==> src/verilog/dzc_regs.vh <==
`ifndef DZC_REGS_VH
`define DZC_REGS_VH

// ------------------------------------------------------------
// register byte offsets
// ------------------------------------------------------------
`define DZC_OFF_CTRL        8'h00
`define DZC_OFF_FILT        8'h04
`define DZC_OFF_DEMAG_TIME  8'h08
`define DZC_OFF_ZERO_TIME   8'h0C
`define DZC_OFF_STATUS      8'h10
`define DZC_OFF_MASK        8'h14
`define DZC_OFF_PHASE       8'h18

// ------------------------------------------------------------
// control register fields
// ------------------------------------------------------------
`define DZC_CTRL_HDM        0
`define DZC_CTRL_SDM        1
`define DZC_CTRL_HZ         2
`define DZC_CTRL_SZ         3
`define DZC_CTRL_CPB        4
`define DZC_CTRL_ZVD        5
`define DZC_CTRL_REO        6
`define DZC_CTRL_PZ         7
`define DZC_CTRL_SENSOR     8
`define DZC_CTRL_DIRECT     9
`define DZC_CTRL_OS_LO      12
`define DZC_CTRL_W          15

// ------------------------------------------------------------
// filter register fields, filter and control reset values
// ------------------------------------------------------------
`define DZC_FILT_ZEF_LO     0
`define DZC_FILT_DEF_LO     4
`define DZC_FILT_ZWF_LO     8
`define DZC_FILT_RST        12'hF00
`define DZC_CTRL_RST        15'h0000

// ------------------------------------------------------------
// status bits and bus answers
// ------------------------------------------------------------
`define DZC_ST_DEMAG        0
`define DZC_ST_ZERO         1
`define DZC_RESP_OKAY       2'h0
`define DZC_RESP_SLVERR     2'h2

// ------------------------------------------------------------
// blanking window timing: 5 us steps up to 40 us, then 20 us steps
// ------------------------------------------------------------
`define DZC_CLK_MHZ         250
`define DZC_WIN_STEP_NS     5000
`define DZC_WIN_WIDE_NS     20000
`define DZC_WIN_KNEE        4'h7

`endif

==> src/verilog/dzc_filter.v <==
`timescale 1ns/1ps

// consecutive-sample filter: pulses once when limit samples in a row match
module dzc_filter #(
    parameter CW = 4
) (
    // clock and reset
    input  wire          clk_i,
    input  wire          srst_i,
    // control
    input  wire          clear_i,
    input  wire          arm_i,
    input  wire          sample_i,
    input  wire          match_i,
    input  wire [CW-1:0] limit_m1_i,
    // result
    output reg           hit_o
);

    reg [CW:0] cnt_reg;

    // count matching samples, restart on a miss
    always @(posedge clk_i) begin
        if (srst_i || clear_i || !arm_i) begin
            cnt_reg <= {(CW+1){1'b0}};
            hit_o   <= 1'b0;
        end else if (sample_i) begin
            if (!match_i) begin
                cnt_reg <= {(CW+1){1'b0}};
                hit_o   <= 1'b0;
            end else if (cnt_reg == {1'b0, limit_m1_i}) begin
                cnt_reg <= {(CW+1){1'b0}};
                hit_o   <= 1'b1;
            end else begin
                cnt_reg <= cnt_reg + {{CW{1'b0}}, 1'b1};
                hit_o   <= 1'b0;
            end
        end else begin
            hit_o <= 1'b0;
        end
    end

endmodule // dzc_filter

==> src/verilog/dzc_events.v <==
// Register access over AXI4-Lite and the address map were decided locally.
`timescale 1ns/1ps
`include "dzc_regs.vh"

module dzc_events #(
    parameter TW = 16
) (
    // clock and reset
    input  wire          clk_i,
    input  wire          srst_i,
    // axi4-lite write address
    input  wire [7:0]    s_axi_awaddr,
    input  wire          s_axi_awvalid,
    output reg           s_axi_awready,
    // axi4-lite write data
    input  wire [31:0]   s_axi_wdata,
    input  wire [3:0]    s_axi_wstrb,
    input  wire          s_axi_wvalid,
    output reg           s_axi_wready,
    // axi4-lite write response
    output reg  [1:0]    s_axi_bresp,
    output reg           s_axi_bvalid,
    input  wire          s_axi_bready,
    // axi4-lite read
    input  wire [7:0]    s_axi_araddr,
    input  wire          s_axi_arvalid,
    output reg           s_axi_arready,
    output reg  [31:0]   s_axi_rdata,
    output reg  [1:0]    s_axi_rresp,
    output reg           s_axi_rvalid,
    input  wire          s_axi_rready,
    // motor side
    input  wire          phase_cmp_i,
    input  wire          sample_i,
    input  wire          commutation_i,
    input  wire          pwm_high_i,
    input  wire [TW-1:0] step_timer_i,
    // events out
    output reg           demag_event_o,
    output reg           zero_event_o,
    output reg           delay_mgr_zero_o,
    output reg  [2:0]    output_group_select_o,
    output reg           irq_o
);

    // ------------------------------------------------------------
    // timing constants
    // ------------------------------------------------------------
    localparam [15:0] STEP_CYC = (`DZC_WIN_STEP_NS * `DZC_CLK_MHZ) / 1000;
    localparam [15:0] WIDE_CYC = (`DZC_WIN_WIDE_NS * `DZC_CLK_MHZ) / 1000;

    // ------------------------------------------------------------
    // registers
    // ------------------------------------------------------------
    reg [`DZC_CTRL_W-1:0] ctrl_shadow_reg;
    reg [`DZC_CTRL_W-1:0] ctrl_reg;
    reg [11:0]            filt_shadow_reg;
    reg [11:0]            filt_reg;
    reg [TW-1:0]          demag_time_reg;
    reg [TW-1:0]          zero_cross_time_reg;
    reg [1:0]             motor_irq_status;
    reg [1:0]             motor_irq_mask;
    reg [7:0]             phase_state_reg;
    reg [7:0]             aw_reg;
    reg [31:0]            wd_reg;
    reg [3:0]             ws_reg;
    reg                   aw_ok;
    reg                   w_ok;

    // synchronised comparator and sample strobe
    reg [1:0] cmp_sync;
    reg [1:0] smp_sync;
    reg       smp_d;
    reg       cmp_prev;

    // step sequencing
    reg        demag_done;
    reg        zero_done;
    reg        c_check;
    reg        d_check;
    reg [15:0] blank_cnt;

    wire hw_demag_enable   = ctrl_reg[`DZC_CTRL_HDM];
    wire sim_demag_enable  = ctrl_reg[`DZC_CTRL_SDM];
    wire hw_zero_capture_enable = ctrl_reg[`DZC_CTRL_HZ];
    wire sim_zero_enable   = ctrl_reg[`DZC_CTRL_SZ];
    wire comparator_edge_polarity = ctrl_reg[`DZC_CTRL_CPB];
    wire edge_relation_select = ctrl_reg[`DZC_CTRL_ZVD];
    wire sensing_group_select = ctrl_reg[`DZC_CTRL_REO];
    wire zero_protect_enable  = ctrl_reg[`DZC_CTRL_PZ];
    wire sensor_mode       = ctrl_reg[`DZC_CTRL_SENSOR];
    wire direct_mode       = ctrl_shadow_reg[`DZC_CTRL_DIRECT];
    wire [3:0] zero_sample_count = filt_reg[`DZC_FILT_ZEF_LO+3:`DZC_FILT_ZEF_LO];
    wire [3:0] demag_sample_count = filt_reg[`DZC_FILT_DEF_LO+3:`DZC_FILT_DEF_LO];
    wire [3:0] zero_blank_window  = filt_reg[`DZC_FILT_ZWF_LO+3:`DZC_FILT_ZWF_LO];
    wire smp_tick = smp_sync[1] & ~smp_d;
    wire cmp_now  = cmp_sync[1];

    // ------------------------------------------------------------
    // input synchronisers
    // ------------------------------------------------------------
    always @(posedge clk_i) begin
        if (srst_i) begin
            cmp_sync <= 2'h0;
            smp_sync <= 2'h0;
            smp_d    <= 1'b0;
            cmp_prev <= 1'b0;
        end else begin
            cmp_sync <= {cmp_sync[0], phase_cmp_i};
            smp_sync <= {smp_sync[0], sample_i};
            smp_d    <= smp_sync[1];
            if (smp_tick)
                cmp_prev <= cmp_sync[1];
        end
    end

    // demag expects comparator to reach cpb^~zvd; zero reaches cpb
    wire demag_level = comparator_edge_polarity ^ ~edge_relation_select;
    wire zero_level  = comparator_edge_polarity;
    wire on_sense_group = (pwm_high_i == sensing_group_select) | sensor_mode;

    // ------------------------------------------------------------
    // event conditions
    // ------------------------------------------------------------
    wire demag_arm  = ~demag_done & ~c_check & ~sensor_mode;
    wire blanked    = (blank_cnt != 16'h0000);
    wire zero_arm   = demag_done & ~zero_done & ~d_check;
    wire zh_match   = (cmp_now == zero_level) & on_sense_group &
                      (~zero_protect_enable | (cmp_prev != zero_level));
    wire [3:0] zero_limit_m1 = zero_protect_enable ? 4'h0 : zero_sample_count;
    wire sim_zero_only = sim_zero_enable & ~hw_zero_capture_enable;
    wire dh_hit;
    wire zh_hit;

    // demag sample filter
    dzc_filter #(.CW(4)) u_demag_filt (
        .clk_i      (clk_i),
        .srst_i     (srst_i),
        .clear_i    (commutation_i),
        .arm_i      (demag_arm & hw_demag_enable),
        .sample_i   (smp_tick),
        .match_i    (cmp_now == demag_level),
        .limit_m1_i (demag_sample_count),
        .hit_o      (dh_hit)
    );

    // zero sample filter, hardware crossings only
    dzc_filter #(.CW(4)) u_zero_filt (
        .clk_i      (clk_i),
        .srst_i     (srst_i),
        .clear_i    (commutation_i),
        .arm_i      (zero_arm & ~blanked & ~sim_zero_only),
        .sample_i   (smp_tick),
        .match_i    (zh_match),
        .limit_m1_i (zero_limit_m1),
        .hit_o      (zh_hit)
    );

    wire dh_evt = dh_hit & demag_arm;
    wire ds_evt = sim_demag_enable & demag_arm &
                  (c_check ? 1'b0 : (step_timer_i == demag_time_reg));
    wire ds_now = sim_demag_enable & c_check & (demag_time_reg <= step_timer_i);
    wire d_evt  = dh_evt | ds_evt | ds_now | (c_check & ~sim_demag_enable & sensor_mode);
    wire zh_evt = zh_hit & zero_arm & ~blanked;
    wire zs_evt = sim_zero_enable & zero_arm & (step_timer_i == zero_cross_time_reg);
    wire zs_now = sim_zero_enable & d_check & (zero_cross_time_reg <= step_timer_i);
    wire z_evt  = zh_evt | zs_evt | zs_now;

    // ------------------------------------------------------------
    // step sequencing, blanking window and event outputs
    // ------------------------------------------------------------
    always @(posedge clk_i) begin
        if (srst_i) begin
            demag_done       <= 1'b0;
            zero_done        <= 1'b0;
            c_check          <= 1'b0;
            d_check          <= 1'b0;
            blank_cnt        <= 16'h0000;
            demag_event_o    <= 1'b0;
            zero_event_o     <= 1'b0;
            delay_mgr_zero_o <= 1'b0;
            output_group_select_o <= 3'h0;
        end else begin
            demag_event_o    <= d_evt & ~commutation_i;
            zero_event_o     <= z_evt & ~commutation_i;
            delay_mgr_zero_o <= z_evt & ~commutation_i;
            if (commutation_i) begin
                demag_done <= sensor_mode;
                zero_done  <= 1'b0;
                c_check    <= ~sensor_mode;
                d_check    <= 1'b0;
                blank_cnt  <= 16'h0000;
                output_group_select_o <= 3'h0;
            end else begin
                c_check <= 1'b0;
                d_check <= 1'b0;
                if (blanked)
                    blank_cnt <= blank_cnt - 16'h0001;
                if (d_evt) begin
                    demag_done <= 1'b1;
                    d_check    <= 1'b1;
                    if (!sensor_mode)
                        blank_cnt <= (zero_blank_window <= `DZC_WIN_KNEE) ?
                            STEP_CYC * ({12'h000, zero_blank_window} + 16'h0001) :
                            STEP_CYC * ({12'h000, `DZC_WIN_KNEE} + 16'h0001) + WIDE_CYC *
                            ({12'h000, zero_blank_window} - {12'h000, `DZC_WIN_KNEE});
                    output_group_select_o <= ctrl_reg[`DZC_CTRL_OS_LO+2:`DZC_CTRL_OS_LO];
                end
                if (z_evt) begin
                    zero_done <= 1'b1;
                    output_group_select_o <= ~ctrl_reg[`DZC_CTRL_OS_LO+2:`DZC_CTRL_OS_LO];
                end
            end
        end
    end

    // ------------------------------------------------------------
    // axi4-lite handshake
    // ------------------------------------------------------------
    wire wr_go = aw_ok & w_ok & ~s_axi_bvalid;
    wire rd_go = s_axi_arvalid & s_axi_arready;
    wire [31:0] wmask = {{8{ws_reg[3]}}, {8{ws_reg[2]}}, {8{ws_reg[1]}}, {8{ws_reg[0]}}};
    wire wr_hit = (aw_reg == `DZC_OFF_CTRL) | (aw_reg == `DZC_OFF_FILT) |
                  (aw_reg == `DZC_OFF_DEMAG_TIME) | (aw_reg == `DZC_OFF_ZERO_TIME) |
                  (aw_reg == `DZC_OFF_STATUS) | (aw_reg == `DZC_OFF_MASK) |
                  (aw_reg == `DZC_OFF_PHASE);
    wire phase_wr = wr_go & (aw_reg == `DZC_OFF_PHASE);
    wire [31:0] wnew_ctrl = ({17'h00000, ctrl_shadow_reg} & ~wmask) | (wd_reg & wmask);
    wire [31:0] wnew_filt = ({20'h00000, filt_shadow_reg} & ~wmask) | (wd_reg & wmask);
    wire [31:0] wnew_dt = ({{(32-TW){1'b0}}, demag_time_reg} & ~wmask) | (wd_reg & wmask);
    wire [31:0] wnew_zt = ({{(32-TW){1'b0}}, zero_cross_time_reg} & ~wmask) |
                          (wd_reg & wmask);

    always @(posedge clk_i) begin
        if (srst_i) begin
            s_axi_awready <= 1'b0;
            s_axi_wready  <= 1'b0;
            s_axi_bvalid  <= 1'b0;
            s_axi_bresp   <= `DZC_RESP_OKAY;
            s_axi_arready <= 1'b0;
            s_axi_rvalid  <= 1'b0;
            s_axi_rresp   <= `DZC_RESP_OKAY;
            s_axi_rdata   <= 32'h00000000;
            aw_ok  <= 1'b0;
            w_ok   <= 1'b0;
            aw_reg <= 8'h00;
            wd_reg <= 32'h00000000;
            ws_reg <= 4'h0;
        end else begin
            s_axi_awready <= ~aw_ok & ~s_axi_awready & s_axi_awvalid;
            s_axi_wready  <= ~w_ok & ~s_axi_wready & s_axi_wvalid;
            if (s_axi_awvalid & s_axi_awready) begin
                aw_ok  <= 1'b1;
                aw_reg <= s_axi_awaddr;
            end
            if (s_axi_wvalid & s_axi_wready) begin
                w_ok   <= 1'b1;
                wd_reg <= s_axi_wdata;
                ws_reg <= s_axi_wstrb;
            end
            if (wr_go) begin
                aw_ok        <= 1'b0;
                w_ok         <= 1'b0;
                s_axi_bvalid <= 1'b1;
                s_axi_bresp  <= wr_hit ? `DZC_RESP_OKAY : `DZC_RESP_SLVERR;
            end else if (s_axi_bready)
                s_axi_bvalid <= 1'b0;
            s_axi_arready <= ~s_axi_arready & ~s_axi_rvalid & s_axi_arvalid;
            if (rd_go) begin
                s_axi_rvalid <= 1'b1;
                s_axi_rresp  <= `DZC_RESP_OKAY;
                case (s_axi_araddr)
                    `DZC_OFF_CTRL:       s_axi_rdata <= {17'h00000, ctrl_shadow_reg};
                    `DZC_OFF_FILT:       s_axi_rdata <= {20'h00000, filt_shadow_reg};
                    `DZC_OFF_DEMAG_TIME: s_axi_rdata <= {{(32-TW){1'b0}}, demag_time_reg};
                    `DZC_OFF_ZERO_TIME:  s_axi_rdata <= {{(32-TW){1'b0}}, zero_cross_time_reg};
                    `DZC_OFF_STATUS:     s_axi_rdata <= {30'h00000000, motor_irq_status};
                    `DZC_OFF_MASK:       s_axi_rdata <= {30'h00000000, motor_irq_mask};
                    `DZC_OFF_PHASE:      s_axi_rdata <= {24'h000000, phase_state_reg};
                    default: begin
                        s_axi_rdata <= 32'h00000000;
                        s_axi_rresp <= `DZC_RESP_SLVERR;
                    end
                endcase
            end else if (s_axi_rready)
                s_axi_rvalid <= 1'b0;
        end
    end

    // ------------------------------------------------------------
    // register file, captures and flags
    // ------------------------------------------------------------
    always @(posedge clk_i) begin
        if (srst_i) begin
            ctrl_shadow_reg     <= `DZC_CTRL_RST;
            ctrl_reg            <= `DZC_CTRL_RST;
            filt_shadow_reg     <= `DZC_FILT_RST;
            filt_reg            <= `DZC_FILT_RST;
            demag_time_reg      <= {TW{1'b0}};
            zero_cross_time_reg <= {TW{1'b0}};
            motor_irq_status    <= 2'h0;
            motor_irq_mask      <= 2'h0;
            phase_state_reg     <= 8'h00;
            irq_o               <= 1'b0;
        end else begin
            if (wr_go && aw_reg == `DZC_OFF_CTRL)
                ctrl_shadow_reg <= wnew_ctrl[`DZC_CTRL_W-1:0];
            if (wr_go && aw_reg == `DZC_OFF_FILT)
                filt_shadow_reg <= wnew_filt[11:0];
            if (wr_go && aw_reg == `DZC_OFF_MASK)
                motor_irq_mask <= wnew_ctrl[1:0] & wmask[1:0] | motor_irq_mask & ~wmask[1:0];
            if (phase_wr)
                phase_state_reg <= wd_reg[7:0];
            // preload transfer
            if ((commutation_i && !direct_mode) || (phase_wr && direct_mode)) begin
                ctrl_reg <= ctrl_shadow_reg;
                filt_reg <= filt_shadow_reg;
            end
            // timer registers: software write, then hardware capture wins
            if (wr_go && aw_reg == `DZC_OFF_DEMAG_TIME)
                demag_time_reg <= wnew_dt[TW-1:0];
            if (dh_evt && hw_demag_enable)
                demag_time_reg <= step_timer_i;
            else if (ds_now)
                demag_time_reg <= step_timer_i;
            if (wr_go && aw_reg == `DZC_OFF_ZERO_TIME)
                zero_cross_time_reg <= wnew_zt[TW-1:0];
            if (zh_evt && hw_zero_capture_enable)
                zero_cross_time_reg <= step_timer_i;
            else if (zs_now)
                zero_cross_time_reg <= step_timer_i;
            // write one to clear, event set wins
            motor_irq_status[`DZC_ST_DEMAG] <=
                (d_evt & ~commutation_i) |
                (motor_irq_status[`DZC_ST_DEMAG] &
                 ~(wr_go && aw_reg == `DZC_OFF_STATUS && ws_reg[0] && wd_reg[0]));
            motor_irq_status[`DZC_ST_ZERO] <=
                (z_evt & ~commutation_i) |
                (motor_irq_status[`DZC_ST_ZERO] &
                 ~(wr_go && aw_reg == `DZC_OFF_STATUS && ws_reg[0] && wd_reg[1]));
            irq_o <= |(motor_irq_status & motor_irq_mask);
        end
    end

endmodule // dzc_events

==> config.mk <==
export PLATFORM = sky130hd
export DESIGN_NAME = dzc_events
export DESIGN_NICKNAME = d
export VERILOG_FILES = /design/src/verilog/dzc_filter.v /design/src/verilog/dzc_events.v
export VERILOG_INCLUDE_DIRS = /design/src /design/src/verilog
export SDC_FILE = /design/constraint.sdc
export NUM_CORES = 1
export LEC_CHECK = 0
export ABC_AREA = 1
export ABC_CLOCK_PERIOD_IN_PS = 5900
export BUFFER_PORTS_ARGS = -buffer_cell sky130_fd_sc_hd__buf_4
export CORE_ASPECT_RATIO = 1.2
export CORE_MARGIN = 2
export CORE_UTILIZATION = 55
export CTS_BUF_LIST = sky130_fd_sc_hd__clkbuf_4 sky130_fd_sc_hd__clkbuf_8 sky130_fd_sc_hd__clkbuf_16
export CTS_CLUSTER_SIZE = 40
export DETAILED_ROUTE_END_ITERATION = 8
export GPL_ROUTABILITY_DRIVEN = 0
export GPL_TIMING_DRIVEN = 0
export MAX_ROUTING_LAYER = met4
export PLACE_DENSITY = 0.79
export SKIP_LAST_GASP = 1
export SYNTH_ARGS = -nofsm -noshare
export SYNTH_HDL_FRONTEND = slang
export SYNTH_HIERARCHICAL = 1
export SYNTH_SLANG_ARGS = --single-unit
==> constraint.sdc <==
create_clock -name clk_i -period 5.9 [get_ports clk_i]
set_clock_uncertainty 0.2 [all_clocks]
set_input_delay 0.295 -clock clk_i [delete_from_list [all_inputs] [get_ports clk_i]]
set_output_delay 0.295 -clock clk_i [all_outputs]
set_load 0.02 [all_outputs]
* Yosys cells after proc, flatten, opt, wreduce, memory -nomap -nowiden
Cells that the tools add are included.
** Operators by class
- $add $sub $neg :: 6
- $mul :: 2
- Magnitude comparators :: 3
- Equal/unequal tests :: 20
- Mux-type cells :: 30
- Bitwise operators :: 97
- Reduce and logical (&&, ||, !) cells :: 36
** Operators by type and width (number)
- 16-bit two-way mux :: 10
- 16-bit case mux with 7 select lines :: 1
- 16-bit AND :: 3
- 8-bit by 5-bit equality test with 1-bit output, second input constant :: 6
- 1-bit AND :: 40
- 16-bit equality test :: 2
- 8-bit by 4-bit equality test with 1-bit output, second input constant :: 4
- 16-bit less-or-equal comparator :: 2
- 16-bit bitwise OR :: 2
- 1-bit inverter :: 25
- 5-bit two-way mux :: 4
- 14-bit by 16-bit adder with 16-bit output, first input constant :: 1
- 8-bit by 3-bit equality test with 1-bit output, second input constant :: 2
- 8-bit zero test :: 2
- 10-bit by 16-bit multiplier with 13-bit output, first input constant :: 1
- 16-bit inverter :: 1
- 16-bit nonzero test :: 1
- 16-bit by 1-bit subtractor with 16-bit output, second input constant :: 1
- 15-bit AND :: 1
- 10-bit by 5-bit multiplier with 15-bit output, first input constant :: 1
- 1-bit bitwise OR :: 15
- 15-bit bitwise OR :: 1
- 1-bit logical AND :: 13
- 12-bit AND :: 1
- other kinds (24) :: 54
** Word-level totals
- Bits in registers :: 211
- Input bits :: 79
- Output and inout port bits :: 48
- Word-level logic and storage cells :: 233

* Depth between registers and ports, before layout
Gate-level depths: netlist of run 1.
- Word-level depth :: 10
- Depth in mapped cells :: 25

* Hierarchy
Netlist of run 1, hierarchy kept.
** Modules (own cells, without submodules)
- dzc_events :: times used 1, cells an instance 1590, area an instance 11190.7 um2, seq. area each 3563.4 um2
- dzc_filter :: times used 2, cells an instance 64, area an instance 411.6 um2, seq. area each 120.1 um2

* Worst setup path before layout of run 1
No wires, ideal clock.
- Kind :: flip-flop to flip-flop
- Start :: register filt_reg[8]
- End :: register blank_cnt[14]
- Setup time :: 112 ps
- Arrival :: 4178 ps
- Data required time :: 5588 ps
- Slack :: 1410 ps
- Cell stages (with the launch flop) :: 23
- Buffers on the path :: 0
- Period minus slack after synthesis :: 4490 ps
- Path through :: dfxtp_1 ha_1 nand2_1 inv_1 nor2_1 inv_1 fa_1 inv_1 ha_1 inv_1 fa_1 inv_1 ha_1 nand2_1 or2_2 nand3_1 nand2_1 nand2_1 nand3_1 nand2_1 nor2_1 nor2_1 nor2_1
** On the way
- Word-level cells in the longest chain between the ends :: 6
** Ends and longest elaborated chain
- from (decl) :: line dzc_events.v:58 : reg [11:0] filt_reg;
- from (signal assigned) :: line dzc_events.v:298 : filt_reg <= `DZC_FILT_RST;
- from (signal assigned) :: line dzc_events.v:317 : filt_reg <= filt_shadow_reg;
- 4-bit by 3-bit subtractor with 5-bit output :: line dzc_events.v:206 : ({12'h000, zero_blank_window} - {12'h000, `DZC_WIN_KNEE});
- 10-bit by 16-bit multiplier with 13-bit output :: line dzc_events.v:205 : STEP_CYC * ({12'h000, `DZC_WIN_KNEE} + 16'h0001) + WIDE_CYC *
- 14-bit by 16-bit adder with 16-bit output :: line dzc_events.v:205
- 16-bit two-way mux (*) :: line dzc_events.v:203 : blank_cnt <= (zero_blank_window <= `DZC_WIN_KNEE) ?
- 16-bit two-way mux (*) :: line dzc_events.v:202 : if (!sensor_mode)
- 16-bit two-way mux (*) :: line dzc_events.v:199 : if (d_evt) begin
- to (signal assigned) :: line dzc_events.v:198 : blank_cnt <= blank_cnt - 16'h0001;
- to (signal assigned) :: line dzc_events.v:203
- to (decl) :: line dzc_events.v:81 : reg [15:0] blank_cnt;
Mark *: on every way between the ends. The rest lies on a longest branch, timed or not.
A chain may end at the register's enable or synchronous reset.

* Worst setup path after layout of run 1
Same ends and word-level chain as after synthesis.

==> impl_metrics.json, run 1 <==
{
  "status": "finished clean",
  "pwr-share-comb_pct": 36.2,
  "ctsHoldBuffers": 46,
  "vias": 12100,
  "switchingPower_w": 0.00159,
  "rr_endpoint": "blank_cnt[14]",
  "pin_count": 127,
  "detail-route-antenna-nets": 0,
  "max-slew-margin-rel_pct": 38.5,
  "die_x_um": 139,
  "synth_common_cells": "nand2_1, inv_1, nor2_1",
  "nets": 2065,
  "startpoint": "filt_reg[8]",
  "setup_viol": 0,
  "layout-drive-gt1-share_pct": 14.5,
  "rows": 59,
  "max_stage_delay_ns": 0.69,
  "dr.pass1.iters": 6,
  "overflow": 0,
  "ys.flop_type": "dfxtp_1",
  "ys_seq_area_share_pct": 31.7,
  "leakage_nw": 6.63,
  "drv_cap": 0,
  "end_kind": "register",
  "synth_area_leaders": "dfxtp_1, nand2_1, ha_1",
  "cts.sinks": 190,
  "grt_start_max_net_pins": 21,
  "whs_path_depth": 5,
  "insertedDiodeCount": 0,
  "arrival_ns": 5.24,
  "vias_per_cell": 5.55,
  "p_seq_share_pct": 35.0,
  "fin_tns_setup_ns": 0,
  "p_sw_share_pct": 38.9,
  "grt_usage_pct": 30.9,
  "finalCritPeriodShare_pct": 86.5,
  "synth_seq_cells": 190,
  "report.final.slew_viol_count": 0,
  "cts_buffer_depth": 2,
  "hp-start": "step_timer_i[4]",
  "die_h_um": 166,
  "numCtsBuffers": 17,
  "cts.repair.resized": 0,
  "syn_area_um2": 12000,
  "cp_max_fo": 10,
  "grt_pass1_wl_um": 56000,
  "root_buffer": "clkbuf_16",
  "yosysUniqueCellTypes": 55,
  "grt_pass1_vias": 11400,
  "htreeDepth": 4,
  "ir_worst_vdd_v": 0.000296,
  "worstSetupPathType": "register to register",
  "clk_latency_ns": 0.45,
  "synth_edf_count": 0,
  "portBuffers": 90,
  "cts.clk_slew.worst_paths_ns": 0.08,
  "start_util_pct": 55.7,
  "drc": 0,
  "timing.final.ws_setup_ns": 0.795,
  "crit_slowest_cell": "nor2_1",
  "antenna_found_initial": 0,
  "dp_slack_ns": 0.773,
  "path_cells": "ha_1 -> nand2_1 -> inv_1 -> nor2_1 -> inv_1 -> fa_1 -> inv_1 -> ha_1 -> inv_1 -> fa_1 -> inv_1 -> ha_1 -> nand2_1 -> or2_2 -> nand3_1 -> nand2_1 -> nand2_1 -> nand3_1 -> nand2_1 -> nor2_1 -> nor2_1 -> nor2_1",
  "syn_inst": 1718,
  "rr_worst_depth": 22,
  "regToRegSetupSlack_ns": 0.80,
  "crit-reg2reg-launch": "filt_reg[8]",
  "rsz0062_at_grt": "false",
  "drt_iter0_drc": 985,
  "internal_power_w": 0.00250,
  "wl_per_cell_um": 16.3,
  "yosysTopAreaCellShare_pct": 31.7,
  "p_per_area_nw_per_um2": 289,
  "clkPwrFrac_pct": 28.8,
  "hold_violations": 0,
  "yosysWarnings": 6,
  "period_needed_ns": 5.10,
  "fmax_ghz": 0.196,
  "synth.most_common_cell": "nand2_1",
  "postSynthAreaPerCell_um2": 6.99,
  "post_cts_buffers": 0,
  "synth_top_cell_by_area": "dfxtp_1",
  "tightest_slew_ns": 0.919,
  "area_growth_pct": 17.9,
  "core_um2": 21600,
  "cts_tree": "done",
  "wl_um": 35400,
  "required_ns": 6.04,
  "critPathLaunchType": "register",
  "die_area_um2": 23000,
  "dp_hpwl_um": 26800,
  "async_reset_ff_share_pct": 0,
  "hold_class": "primary input to register"
}
-- cell usage in the layout (no fill, tap or decap), drive strengths merged --
master	instances
nand4	37
conb	18
nand2	401
or2	6
o311ai	1
clkinvlp	1
o221ai	8
o211ai	12
dfxtp	190
nor3	21
o2111ai	3
buf	132
o31ai	1
a32o	2
clkinv	9
clkbuf	46
xor2	11
nand3	90
dlygate4sd3	46
o21a	2
and2	1
a211oi	30
ha	84
a21oi	147
a21o	1
nor4	4
nand3b	4
o22ai	7
o21bai	2
nor3b	1
mux2i	1
o21ai	95
fa	12
inv	244
nor2	221
or3	2
xnor2	10
-- power by group through the flow --
| stage | sequential, W | combinational (W) | clock, W |
|---|---|---|---|
| 2_1_floorplan | 0.00144 | 0.00112 | 0 |
| 3_3_place_gp | 0.00146 | 0.00139 | 0 |
| 3_5_place_dp | 0.00146 | 0.00142 | 0 |
| 4_1_cts | 0.00143 | 0.00146 | 0.00118 |
| 5_1_grt | 0.00144 | 0.00168 | 0.00123 |
| 6_report | 0.00143 | 0.00148 | 0.00118 |
-- cell families (layout without fill, tap and decap cells) --
group           Yosys count  count (layout)  synth area share, %
compound gates          311             311                 15.0
xor+xnor                 21              21                 1.66
fa+ha+maj                96              96                 10.7
buf+inv                 310             478                 10.9
flops                   190             190                 31.7
mux                       1               1               0.0833
other cells               1              18               0.0312
simple gates            788             788                 29.9
-- critical path: cells and delay by family (launching register included) --
kind          cells  cell delay (ns)
flops             1             0.40
fa+ha+maj         5             1.98
simple gates     12             1.87
buf+inv           5             0.53
-- area by class of cell --
cell class | instances | area, um^2
Fill cell | 1850 | 7400
Multi-Input combinational cell | 1235 | 6970
Sequential cell | 190 | 3800
Timing Repair Buffer | 136 | 1140
Inverter | 240 | 901
Clock buffer | 18 | 439
Buffer | 70 | 408
Tap cell | 274 | 343
Clock inverter | 14 | 164
-- routing by layer --
metal / GRT usage [%] / up-vias / share of wire [%]
met5: - / - / 0
li1: - / 5899 / -
met1: 34.9 / 5516 / 39
met3: 3.92 / 127 / 6.9
met2: 53.2 / 538 / 49
met4: 17.0 / 0 / 5.5
-- how the worst max path moves through the flow --
stage	to	slack, ns	cells past startpoint
floorplan	blank_cnt[14]	1.41	22
global placement	blank_cnt[14]	0.88	22
detailed placement	blank_cnt[14]	0.77	22
CTS	blank_cnt[14]	0.76	22
global route	blank_cnt[14]	0.29	22
finish	blank_cnt[14]	0.80	22
-- per-stage QoR --
stage | power [W] | hold slack [ns] | cell area, um^2 | instances | util, %
floorplan | 0.00256 | 0.188 | 12100 | 1735 | -
CTS | 0.00408 | 0.000237 | 14200 | 2177 | 65.7
detailed placement | 0.00288 | 0.197 | 13100 | 2099 | 60.8
finish | 0.00409 | 0.0153 | 14200 | 2177 | 65.7
global route | 0.00436 | 0.0332 | 14200 | 2177 | 65.7
global placement | 0.00285 | 0.191 | 13100 | 2099 | 60.8
Note: power is estimated with default switching activity, not from simulation.
==> run 2: changes to the inputs <==
ABC_AREA = not set   (was 1)
PLACE_DENSITY = 0.8   (was 0.79)
==> run 2 against run 1 <==
Clock power about the same. Register-to-register slack worse by 0.23 ns. Utilization up 0.68 points. Power down 12%. Flip-flop and latch count unchanged. Synthesized cell count down 26%. First-iteration DRC count down 21%. Area after synthesis down 7.2%. Critical endpoint is now blank_cnt[15]. Highest routed layer unchanged.
==> impl_metrics.json, run 2 <==
{
  "setup_viol": 0,
  "clk_latency_ns": 0.46,
  "yosysUniqueCellTypes": 79,
  "period_needed_ns": 5.34,
  "rsz0062_at_grt": "false",
  "required_ns": 6.07,
  "antenna_found_initial": 1,
  "pin_count": 127,
  "detail-route-antenna-nets": 0,
  "synth_edf_count": 0,
  "internal_power_w": 0.00239,
  "layout-drive-gt1-share_pct": 14.1,
  "start_util_pct": 55.6,
  "hold_violations": 0,
  "pwr-share-comb_pct": 28.7,
  "clkPwrFrac_pct": 33.3,
  "hold_slack_ns": 0.0842,
  "cp_max_fo": 8,
  "whs_path_depth": 3,
  "die_area_um2": 21400,
  "drt_iter0_drc": 775,
  "syn_area_um2": 11100,
  "nets": 1620,
  "synth.most_common_cell": "dfxtp_1",
  "rr_worst_depth": 15,
  "finalCritPeriodShare_pct": 90.5,
  "timing.final.ws_setup_ns": 0.561,
  "root_buffer": "clkbuf_16",
  "dp_hpwl_um": 23700,
  "vias_per_cell": 5.90,
  "switchingPower_w": 0.00120,
  "ir_worst_vdd_v": 0.000235,
  "max-slew-margin-rel_pct": 39.6,
  "overflow": 0,
  "grt_pass1_wl_um": 50800,
  "crit-reg2reg-launch": "filt_reg[8]",
  "holdPathEnd": "aw_reg[5]",
  "report.final.slew_viol_count": 0,
  "cts_buffer_depth": 2,
  "ys.flop_type": "dfxtp_1",
  "wl_per_cell_um": 18.4,
  "fin_tns_setup_ns": 0,
  "end_kind": "register",
  "final_common_cell": "dfxtp_1",
  "arrival_ns": 5.51,
  "leakage_nw": 5.51,
  "rr_endpoint": "blank_cnt[15]",
  "core_um2": 20000,
  "final_cells": 1724,
  "grt_pass1_vias": 9915,
  "tightest_slew_ns": 0.894,
  "synth_seq_cells": 190,
  "worstSetupPathType": "register to register",
  "synth_common_cells": "dfxtp_1, nand2_1, a21oi_1",
  "yosysWarnings": 6,
  "htreeDepth": 4,
  "area_growth_pct": 19.4,
  "vias": 10200,
  "cts.clk_slew.worst_paths_ns": 0.08,
  "hold_class": "primary input to register",
  "yosysTopAreaCellShare_pct": 34.1,
  "fmax_ghz": 0.187,
  "async_reset_ff_share_pct": 0,
  "p_seq_share_pct": 37.9,
  "portBuffers": 86,
  "synth_top_cell_by_area": "dfxtp_1",
  "dp_slack_ns": 0.325,
  "ys_seq_area_share_pct": 34.1,
  "numCtsBuffers": 17,
  "p_per_area_nw_per_um2": 270,
  "critPathLaunchType": "register",
  "regToRegSetupSlack_ns": 0.56,
  "wl_um": 31800,
  "cts_tree": "done",
  "grt_start_max_net_pins": 20,
  "die_h_um": 160,
  "postSynthAreaPerCell_um2": 8.75,
  "drv_cap": 0,
  "die_x_um": 134,
  "rows": 57,
  "status": "finished clean",
  "drc": 0,
  "dr.pass1.iters": 6,
  "place_inst": 1641,
  "cts.sinks": 190,
  "p_sw_share_pct": 33.4,
  "synth_area_leaders": "dfxtp_1, ha_1, a21oi_1",
  "syn_inst": 1273,
  "hp-start": "s_axi_awvalid",
  "grt_usage_pct": 31.0,
  "final_cell_mix": "dfxtp_1, nand2_1, a21oi_1, buf_4, nor2_1"
}
## run 2: changes by cell type after synthesis, moves of 19 or more
cell / change
xnor2_1: +26
nand2_1: -219
nand4_1: -23
inv_2: -19
o21ai_0: -67
mux2i_1: +60
inv_1: -163
nor2_1: -117
nor2b_1: +27
nand2_2: -20
a311oi_1: +35
## run 2: routing by layer
| metal | GRT usage [%] | vias up | routed length, um |
|---|---|---|---|
| met5 | - | - | 0 |
| met3 | 5.30 | 159 | 2220 |
| met2 | 51.5 | 450 | 15300 |
| met1 | 34.9 | 4697 | 12100 |
| li1 | - | 4864 | - |
| met4 | 18.5 | 0 | 2090 |
## run 2: stage by stage
stage / cell area (um^2) / power [W] / utilization, %
detailed placement: 12200 / 0.00238 / 60.8
floorplan: 11200 / 0.00214 / -
CTS: 13300 / 0.00358 / 66.3
finish: 13300 / 0.00359 / 66.4
global route: 13300 / 0.00378 / 66.4
global placement: 12200 / 0.00234 / 60.8
## run 2: how the worst max path moves through the flow
stage	from	to	slack [ns]	cells after the start
2_1_floorplan	filt_reg[8]	blank_cnt[15]	0.78	15
3_3_place_gp	filt_reg[8]	blank_cnt[15]	0.34	15
3_5_place_dp	filt_reg[8]	blank_cnt[15]	0.32	15
4_1_cts	filt_reg[8]	blank_cnt[15]	0.29	15
5_1_grt	filt_reg[8]	blank_cnt[15]	0.18	15
6_report	filt_reg[8]	blank_cnt[15]	0.56	15
## run 2: cell families after synthesis
family	Yosys count	synth area share, %
compound gates	279	16.1
flops	190	34.1
fa+ha+maj	96	11.6
simple gates	428	19.2
other cells	1	0.0337
mux	77	8.21
xor+xnor	58	4.96
buf+inv	144	5.83
## run 2: timing repair
action                                  CTS  global route
hold buffers                             50             0
resized for setup                         0             1
endpoints found under the hold margin    61             0
endpoints found under the setup margin    0             2
buffers inserted                          0             0
## run 2: worst max-delay path, stage by stage, from the launching register on
cell	delay (ns)
dfxtp_1	0.51
ha_1	0.41
xnor2_2	0.23
inv_1	0.31
fa_1	0.52
ha_1	0.30
ha_1	0.32
fa_1	0.46
ha_1	0.35
or2_1	0.24
o311a_1	0.14
or4b_4	0.49
nand3_2	0.12
a21oi_2	0.08
or4_1	0.49
o311ai_1	0.08
## run 2: area by class of cell
type | count | area [um^2]
fillers | 1602 | 6740
inverters | 56 | 213
well taps | 265 | 332
repair buffers | 136 | 1150
plain buffers | 88 | 437
multi-input cells | 956 | 6760
clock buffers | 18 | 439
diodes | 1 | 2.50
flip-flops and latches | 190 | 3800
clock inverters | 14 | 166
## run 2: power by group through the flow
stage | clock (W) | combinational [W] | sequential (W)
after floorplan | 0 | 0.000760 | 0.00138
after global placement | 0 | 0.000955 | 0.00139
after detailed placement | 0 | 0.000986 | 0.00139
after CTS | 0.00119 | 0.00103 | 0.00136
after global routing | 0.00125 | 0.00116 | 0.00137
final | 0.00120 | 0.00103 | 0.00136
